`src/inc/sbc_regs.vh`:
```
`ifndef SBC_REGS_VH
`define SBC_REGS_VH
// register offsets
`define SBC_A_CTRL 4'h0
`define SBC_A_WAKE_EN 4'h1
`define SBC_A_WAKE_POL 4'h2
`define SBC_A_PULL_UP 4'h3
`define SBC_A_PULL_DN 4'h4
`define SBC_A_FLAGS 4'h5
`define SBC_A_STATUS 4'h6
`define SBC_A_CMD 4'h7
// ctrl fields
`define SBC_CTRL_RETAIN 0
`define SBC_CTRL_TMR_SD 1
// cmd values
`define SBC_CMD_STANDBY 8'hA5
`define SBC_CMD_SHUTDOWN 8'h5A
// wake flag bit positions
`define SBC_F_RST 5
`define SBC_F_WDG 6
`define SBC_F_TMR 7
`define SBC_F_CRY 8
`define SBC_F_SD 9
// widths and resets
`define SBC_NPIN 5
`define SBC_CTRL_RST 2'h0
`define SBC_CLK_MSI_SB 2'h1
`define SBC_CLK_MSI_SD 2'h2
`define SBC_CLK_RUN 2'h0
`endif

```
`src/core/sbc_sync.v`:
```
`timescale 1ns/10ps
module sbc_sync
(
   input wire i_clk,
   input wire i_rstn,
   input wire [7:0] i_d,
   output wire [7:0] o_q
);
   reg [7:0] s1_q;
   reg [7:0] s2_q;
   always @(posedge i_clk or negedge i_rstn)
   begin
      if (!i_rstn)
      begin
         s1_q <= 8'h00;
         s2_q <= 8'h00;
      end
      else
      begin
         s1_q <= i_d;
         s2_q <= s1_q;
      end
   end
   assign o_q = s2_q;
endmodule // sbc_sync

```
`src/core/sbc_power_ctrl.v`:
```
// Function
// - standby exits: reset, watchdog, pin, timer, crystal
// - standby variant retains second sram
// - standby powers off cpu, flash, first sram
// - pins hold chosen pull state while asleep
// - shutdown kills regulator, pll, all oscillators except the crystal when the timer runs
// - shutdown timer optionally runs on crystal
// - shutdown: no brownout, no backup switchover
// - shutdown exit loses all non-backup state
// - shutdown exits: reset, pin, timer only
// - shutdown wake uses multispeed rc at 4MHz
// - pull settings discarded on shutdown exit
// - exactly five wake pins
`timescale 1ns/10ps
`include "sbc_regs.vh"
module sbc_power_ctrl
(
   input wire i_clk,
   input wire i_rstn,
   input wire [3:0] i_addr,
   input wire [15:0] i_wdata,
   input wire i_wr,
   input wire i_rd,
   output reg [15:0] o_rdata,
   input wire i_ext_reset_pin_n,
   input wire [4:0] i_wake_pin,
   input wire i_independent_watchdog_rst,
   input wire i_timer_event,
   input wire i_clock_failure_detector,
   output reg o_core_supply_domain_on,
   output reg o_low_power_regulator_on,
   output reg o_cpu_pwr_on,
   output reg o_flash_pwr_on,
   output reg o_first_sram_pwr_on,
   output reg o_second_sram_pwr_on,
   output reg o_periph_pwr_on,
   output reg o_pll_on,
   output reg o_fast_internal_rc_on,
   output reg o_fast_external_crystal_on,
   output reg o_multispeed_rc_on,
   output reg o_low_speed_rc_on,
   output reg o_low_speed_crystal_on,
   output reg o_brownout_monitor_on,
   output reg o_backup_switch_en,
   output reg o_timer_on,
   output reg o_watchdog_on,
   output reg o_state_reset,
   output reg [1:0] o_sysclk_sel,
   output reg [15:0] o_pin_pull_up,
   output reg [15:0] o_pin_pull_dn
);
   localparam ST_RUN = 3'b001;
   localparam ST_SB = 3'b010;
   localparam ST_SD = 3'b100;
   reg [2:0] st_q;
   reg [1:0] ctrl_q;
   reg [4:0] wen_q;
   reg [4:0] wpol_q;
   reg [15:0] pu_q;
   reg [15:0] pd_q;
   reg [9:0] flags_q;
   reg [4:0] wprev_q;
   wire [7:0] sy;
   wire [4:0] wp;
   wire rst_in;
   wire wdg_in;
   wire tmr_in;
   wire cry_in;
   wire [4:0] wedge;
   wire pin_wake;
   wire sb_exit;
   wire sd_exit;
   wire [9:0] ev;
   // pins and async sources pass two flops first
   sbc_sync u_sync
   (
      .i_clk(i_clk),
      .i_rstn(i_rstn),
      .i_d({~i_ext_reset_pin_n, i_independent_watchdog_rst,
            i_timer_event, i_wake_pin}),
      .o_q(sy)
   );
   assign wp = sy[4:0];
   assign tmr_in = sy[5];
   assign wdg_in = sy[6];
   assign rst_in = sy[7];
   reg cry_s1_q;
   reg cry_s2_q;
   assign cry_in = cry_s2_q;
   // edge of selected polarity on enabled pins only
   genvar g;
   generate
      for (g = 0; g < `SBC_NPIN; g = g + 1)
      begin : g_wake
         assign wedge[g] = wen_q[g] & (wpol_q[g] ?
            (wprev_q[g] & ~wp[g]) : (~wprev_q[g] & wp[g]));
      end
   endgenerate
   assign pin_wake = |wedge;
   // watchdog and crystal fault do not end shutdown
   assign sb_exit = rst_in | wdg_in | pin_wake | tmr_in | cry_in;
   assign sd_exit = rst_in | pin_wake | (tmr_in & ctrl_q[`SBC_CTRL_TMR_SD]);
   assign ev = {(st_q == ST_SD), cry_in & (st_q == ST_SB),
      tmr_in, wdg_in & (st_q == ST_SB), rst_in, wedge};
   always @(posedge i_clk or negedge i_rstn)
   begin
      if (!i_rstn)
      begin
         cry_s1_q <= 1'b0;
         cry_s2_q <= 1'b0;
      end
      else
      begin
         cry_s1_q <= i_clock_failure_detector;
         cry_s2_q <= cry_s1_q;
      end
   end
   always @(posedge i_clk or negedge i_rstn)
   begin
      if (!i_rstn)
      begin
         st_q <= ST_RUN;
         ctrl_q <= `SBC_CTRL_RST;
         wen_q <= 5'h00;
         wpol_q <= 5'h00;
         pu_q <= 16'h0000;
         pd_q <= 16'h0000;
         flags_q <= 10'h000;
         wprev_q <= 5'h00;
         o_state_reset <= 1'b0;
         o_sysclk_sel <= `SBC_CLK_RUN;
      end
      else
      begin
         wprev_q <= wp;
         o_state_reset <= 1'b0;
         case (st_q)
            ST_RUN:
            begin
               if (i_wr && i_addr == `SBC_A_CMD &&
                   i_wdata[7:0] == `SBC_CMD_STANDBY)
                  st_q <= ST_SB;
               else if (i_wr && i_addr == `SBC_A_CMD &&
                   i_wdata[7:0] == `SBC_CMD_SHUTDOWN)
                  st_q <= ST_SD;
               if (i_wr && i_addr == `SBC_A_CTRL)
                  ctrl_q <= i_wdata[1:0];
               if (i_wr && i_addr == `SBC_A_WAKE_EN)
                  wen_q <= i_wdata[4:0];
               if (i_wr && i_addr == `SBC_A_WAKE_POL)
                  wpol_q <= i_wdata[4:0];
               if (i_wr && i_addr == `SBC_A_PULL_UP)
                  pu_q <= i_wdata;
               if (i_wr && i_addr == `SBC_A_PULL_DN)
                  pd_q <= i_wdata;
               // write one clears; no events arrive while running
               if (i_wr && i_addr == `SBC_A_FLAGS)
                  flags_q <= flags_q & ~i_wdata[9:0];
            end
            ST_SB:
            begin
               if (sb_exit)
               begin
                  st_q <= ST_RUN;
                  flags_q <= ev;
                  o_sysclk_sel <= `SBC_CLK_MSI_SB;
               end
            end
            ST_SD:
            begin
               if (sd_exit)
               begin
                  st_q <= ST_RUN;
                  flags_q <= ev;
                  // config lost; only flags (backup domain) kept
                  ctrl_q <= `SBC_CTRL_RST;
                  wen_q <= 5'h00;
                  wpol_q <= 5'h00;
                  pu_q <= 16'h0000;
                  pd_q <= 16'h0000;
                  o_state_reset <= 1'b1;
                  o_sysclk_sel <= `SBC_CLK_MSI_SD;
               end
            end
            default:
               st_q <= ST_RUN;
         endcase
      end
   end
   // power and clock enables decoded from state, registered
   always @(posedge i_clk or negedge i_rstn)
   begin
      if (!i_rstn)
      begin
         o_core_supply_domain_on <= 1'b1;
         o_low_power_regulator_on <= 1'b0;
         o_cpu_pwr_on <= 1'b1;
         o_flash_pwr_on <= 1'b1;
         o_first_sram_pwr_on <= 1'b1;
         o_second_sram_pwr_on <= 1'b1;
         o_periph_pwr_on <= 1'b1;
         o_pll_on <= 1'b1;
         o_fast_internal_rc_on <= 1'b1;
         o_fast_external_crystal_on <= 1'b1;
         o_multispeed_rc_on <= 1'b1;
         o_low_speed_rc_on <= 1'b1;
         o_low_speed_crystal_on <= 1'b1;
         o_brownout_monitor_on <= 1'b1;
         o_backup_switch_en <= 1'b1;
         o_timer_on <= 1'b1;
         o_watchdog_on <= 1'b1;
         o_pin_pull_up <= 16'h0000;
         o_pin_pull_dn <= 16'h0000;
      end
      else
      begin
         o_core_supply_domain_on <= (st_q == ST_RUN);
         o_low_power_regulator_on <= (st_q == ST_SB) &
            ctrl_q[`SBC_CTRL_RETAIN];
         o_cpu_pwr_on <= (st_q == ST_RUN);
         o_flash_pwr_on <= (st_q == ST_RUN);
         o_first_sram_pwr_on <= (st_q == ST_RUN);
         o_second_sram_pwr_on <= (st_q == ST_RUN) |
            ((st_q == ST_SB) & ctrl_q[`SBC_CTRL_RETAIN]);
         o_periph_pwr_on <= (st_q == ST_RUN);
         o_pll_on <= (st_q == ST_RUN);
         o_fast_internal_rc_on <= (st_q == ST_RUN);
         o_fast_external_crystal_on <= (st_q == ST_RUN);
         o_multispeed_rc_on <= (st_q == ST_RUN);
         o_low_speed_rc_on <= (st_q != ST_SD);
         // crystal kept in shutdown only to feed the timer
         o_low_speed_crystal_on <= (st_q != ST_SD) |
            ctrl_q[`SBC_CTRL_TMR_SD];
         o_timer_on <= (st_q != ST_SD) | ctrl_q[`SBC_CTRL_TMR_SD];
         o_brownout_monitor_on <= (st_q != ST_SD);
         o_backup_switch_en <= (st_q != ST_SD);
         o_watchdog_on <= (st_q != ST_SD);
         o_pin_pull_up <= pu_q;
         o_pin_pull_dn <= pd_q;
      end
   end
   // read port, data one cycle after strobe
   always @(posedge i_clk or negedge i_rstn)
   begin
      if (!i_rstn)
         o_rdata <= 16'h0000;
      else if (i_rd)
      begin
         if (i_addr == `SBC_A_CTRL)
            o_rdata <= {14'h0000, ctrl_q};
         else if (i_addr == `SBC_A_WAKE_EN)
            o_rdata <= {11'h000, wen_q};
         else if (i_addr == `SBC_A_WAKE_POL)
            o_rdata <= {11'h000, wpol_q};
         else if (i_addr == `SBC_A_PULL_UP)
            o_rdata <= pu_q;
         else if (i_addr == `SBC_A_PULL_DN)
            o_rdata <= pd_q;
         else if (i_addr == `SBC_A_FLAGS)
            o_rdata <= {6'h00, flags_q};
         else if (i_addr == `SBC_A_STATUS)
            o_rdata <= {11'h000, o_sysclk_sel, st_q};
         else
            o_rdata <= 16'h0000;
      end
      else
         o_rdata <= 16'h0000;
   end
endmodule // sbc_power_ctrl

```
`config.mk`:
```
export PLATFORM = sky130hd
export DESIGN_NAME = sbc_power_ctrl
export DESIGN_NICKNAME = d
export VERILOG_FILES = /design/src/core/sbc_sync.v /design/src/core/sbc_power_ctrl.v
export VERILOG_INCLUDE_DIRS = /design/src /design/src/inc
export SDC_FILE = /design/constraint.sdc
export NUM_CORES = 1
export LEC_CHECK = 0
export ABC_AREA = 1
export BUFFER_PORTS_ARGS = -buffer_cell sky130_fd_sc_hd__clkbuf_2
export CORE_MARGIN = 2
export CORE_UTILIZATION = 60
export DETAILED_ROUTE_END_ITERATION = 16
export HOLD_SLACK_MARGIN = 0.15
export PLACE_DENSITY = 0.86
export SLEW_MARGIN = 20
export SYNTH_ARGS = -nofsm -noshare
export SYNTH_HDL_FRONTEND = slang
export SYNTH_SLANG_ARGS = --single-unit
export TNS_END_PERCENT = 10
```
`constraint.sdc`:
```
create_clock -name i_clk -period 3.1 [get_ports i_clk]
set_clock_uncertainty 0.1 [all_clocks]
set_input_delay 0.465 -clock i_clk [delete_from_list [all_inputs] [get_ports i_clk]]
set_output_delay 0.465 -clock i_clk [all_outputs]
set_load 0.02 [all_outputs]
```
==> metrics list <==
* Hold path depth: 3
- Grt total ovfl: 0
* Average vias per placed instance: 5.50
- The number of antenna violations at the first check in global routing was 0.
- The detailed router finished its first iteration with 270 violations.
- Mapped Avg Cell Area: ~10 um2
- Peak ir drop on the vdd network: around 0.00052 V
- Diode count: 0
- Highest clock rate: about 0.45 GHz
* Critical path class: reg -> reg
- Mapped Cells: between 500 and 600
- Entering global routing, the biggest net connects 63 pins.
* Leakage power: between 3 and 4 nW
* Hpwl dp: a little under 9000 um
- Period utilization: 0.719
- Cell depth of the worst flop-to-flop path: 7
- Count of input and output buffers: 100
* Top library cells by usage in the layout, fill and taps aside: sky130_fd_sc_hd__nand2_1 (161), sky130_fd_sc_hd__dfrtp_1 (131), sky130_fd_sc_hd__clkbuf_2 (99)
- Number of search-and-repair iterations in the first detailed-routing pass: 7
- After clock tree synthesis, the clock-pin slew on the worst setup and hold paths is 0.06 ns.
- Buffers from clock root to sink, at most: 2
- Counting flops and latches in the post-synthesis netlist gives 136.
* Nature of the critical path startpoint: flip-flop
* TritonCTS Buffers: 17
* Die width: approximately 100 um
- The flow ran to the end, and the final reports show no timing, DRC or antenna violations.
- Clock insertion delay at the later pin of the skew report: between 0.5 and 0.6 ns
- Across all layers, the routed design uses about 4400 vias.
- Measured on the finished design, the core utilization comes to 0.742.
* Worst r2r src: st_q[1]$_DFFE_PN0P_
* Die area: just over 10000 um2
* Pre-CTS setup slack: between 0.9 and 1 ns
- In this run the critical register-to-register path is captured at pd_q[11]$_DFFE_PN0P_.
- Final standard cell count with taps included and fillers excluded: 794
- Crit path required time: between 3 and 4 ns
* Arrival time of the worst setup path: ~2.6 ns
- Total count of max-transition violations in the final report: 0
* Minimum setup slack in the final design: 0.872 ns
* Most area-hungry cell type in the Yosys netlist: sky130_fd_sc_hd__dfrtp_1
- Setup repair after global routing left no endpoint under its margin.
* Final Routed Wirelength: between 10000 and 15000 um
- Across the run, the number of max-cap violations was 0.
- The worst hold path terminates at pu_q[15]$_DFFE_PN0P_.
* Cells taking the most area after synthesis: sky130_fd_sc_hd__dfrtp_1 (58%), sky130_fd_sc_hd__nand2_1 (11%), sky130_fd_sc_hd__o21ai_2 (5.0%), sky130_fd_sc_hd__inv_1 (2.8%), sky130_fd_sc_hd__nand3_1 (2.7%)
- Min-Delay Path Class: in -> reg
- The floorplan has 35 rows.
* CTS tree: yes
- Clock period minus final worst setup slack: around 2.2 ns
* First-pass GRT wire length: 20500 um
* Die outline height: 101 um
* Top cell type's share of synthesized area: 0.583
- Final total negative setup slack: 0 ns
- In this run the worst setup path begins at st_q[1]$_DFFE_PN0P_.
- In this run, post-CTS repair resized a total of 0 instances.
- For flop-to-flop paths, the worst setup slack is slightly below 0.9 ns.
* Power per unit of standard cell area: ~1000 nW/um2
* Overall Power: around 6.7 mW
- Share of the yosys chip area belonging to registers: 0.606
- H-tree level count: 4
- Counting distinct cell types in the post-synthesis netlist gives 33.
- Most common cell after layout, fill and taps aside: sky130_fd_sc_hd__nand2_1
- Actual transition at the worst max-transition pin: a little over 0.5 ns
- In this run the worst path has a maximum fanout of 32.
- The Yosys step of the flow raised 0 warnings.
- After synthesis the cells add up to ~5600 um2.
* Number of sinks driven by the clock tree: approximately 140
- The number of global-route vias before repair is around 4200.
- After floorplanning, the core was sized to cover 9150 um2.
* Total DRC errors in the routed layout: 0
- Of the cells placed in the final design, the portion with a size suffix greater than 1 is 0.318.
- Initial core utilization: 0.615
- Measured against its own limit, the worst slew margin works out to 0.655.
- The final number of hold-violating endpoints is 0.
- Endpoint kind of the worst setup timing path: flip-flop
* Post-placement cell count: 746
- In the final routed layout, each cell accounts on average for between 15 and 20 um.
- The congestion estimate from routability-driven global placement came to 0.912.
- Routed Antenna Nets: 0
* HP Start: i_wdata[15]
* Total global routing track utilization: 0.268
* Clk Tree Root Cell: sky130_fd_sc_hd__clkbuf_8
- Total nets after synthesis: around 600
- At the end of the flow, the number of nets in the layout was around 700.
- From synthesis to final layout, the design area changed by 20.8%.
* Final-report setup violation count: 0
- For this design the top-level I/O count stands at between 100 and 150.
routing by layer:
metal | up-vias | wire length (um) | track usage
li1 | 2040 | - | -
met1 | 2114 | 5580 | 0.361
met2 | 184 | 6250 | 0.431
met3 | 32 | 713 | 0.0458
met4 | 0 | 278 | 0.121
met5 | - | 0 | 0
synth_stat cells, drive strengths merged:
master and n:
inv 51, nor4 2, dfstp 5, buf 29, nand2 178, dfrtp 131, nand4 21, nand3b 2
a31oi 3, nand3 37, clkinv 2, nor3 4, o31ai 1, o21ai 63, a21oi 17, nor2 12
or2 1
kinds of logic (layout without fill, tap and decap cells):
logic type,after synthesis,count (layout),share of synthesized area
simple gates,257,257,0.217
compound gates,84,84,0.0999
flops,136,136,0.606
buf+inv,82,206,0.0767
cell type report:
cell class	instances	area (um2)
flip-flops and latches	136	3410
fillers	633	2360
multi-input cells	341	1780
repair buffers	121	713
clock buffers	17	414
inverters	53	200
well taps	111	139
clock inverters	15	133
state kept, by name, summed over array words and instances (netlist names), 3 cells and up:
register       cells
o_rdata           16
pd_q              16
u_sync.s1_q        8
wpol_q             5
wen_q              5
st_q               3
o_pin_pull_dn     16
flags_q           10
pu_q              16
wprev_q            5
o_pin_pull_up     16
u_sync.o_q         8
report_power, final:
group	internal, mW	switching (mW)	total [mW]
combinational	0.658	1.45	2.10
clock	1.01	0.833	1.85
sequential	2.36	0.426	2.79
total	4.03	2.70	6.74
per-stage QoR:
| stage | instance area [um2] | hold WS [ns] |
|---|---|---|
| floorplan | 5630 | 0.0694 |
| global placement | 6090 | 0.231 |
| detailed placement | 6090 | 0.236 |
| CTS | 6790 | 0.152 |
| global route | 6790 | 0.180 |
| finish | 6790 | 0.170 |
how the worst max path moves through the flow:
| stage | end | slack, ns | cells after the start |
|---|---|---|---|
| 2_1_floorplan | pd_q[2]$_DFFE_PN0P_ | 1.52 | 8 |
| 3_3_place_gp | pu_q[9]$_DFFE_PN0P_ | 0.92 | 7 |
| 3_5_place_dp | pd_q[9]$_DFFE_PN0P_ | 0.91 | 10 |
| 4_1_cts | pd_q[11]$_DFFE_PN0P_ | 0.89 | 7 |
| 5_1_grt | pd_q[11]$_DFFE_PN0P_ | 0.71 | 7 |
| 6_report | pd_q[11]$_DFFE_PN0P_ | 0.87 | 7 |
critical path: stages (launching register included):
cell and delay, ns:
sky130_fd_sc_hd__dfrtp_1 0.42, sky130_fd_sc_hd__inv_2 0.08, sky130_fd_sc_hd__nand3_2 0.26, sky130_fd_sc_hd__inv_1 0.27
sky130_fd_sc_hd__nand4_4 0.32, sky130_fd_sc_hd__nand2_4 0.46, sky130_fd_sc_hd__nand2_1 0.15, sky130_fd_sc_hd__o21ai_2 0.09
what timing repair did:
item                      CTS  global route
setup buffers               0             0
hold buffers               16             0
hold endpoints to repair   55             0
(Power assumes the default switching activity.)
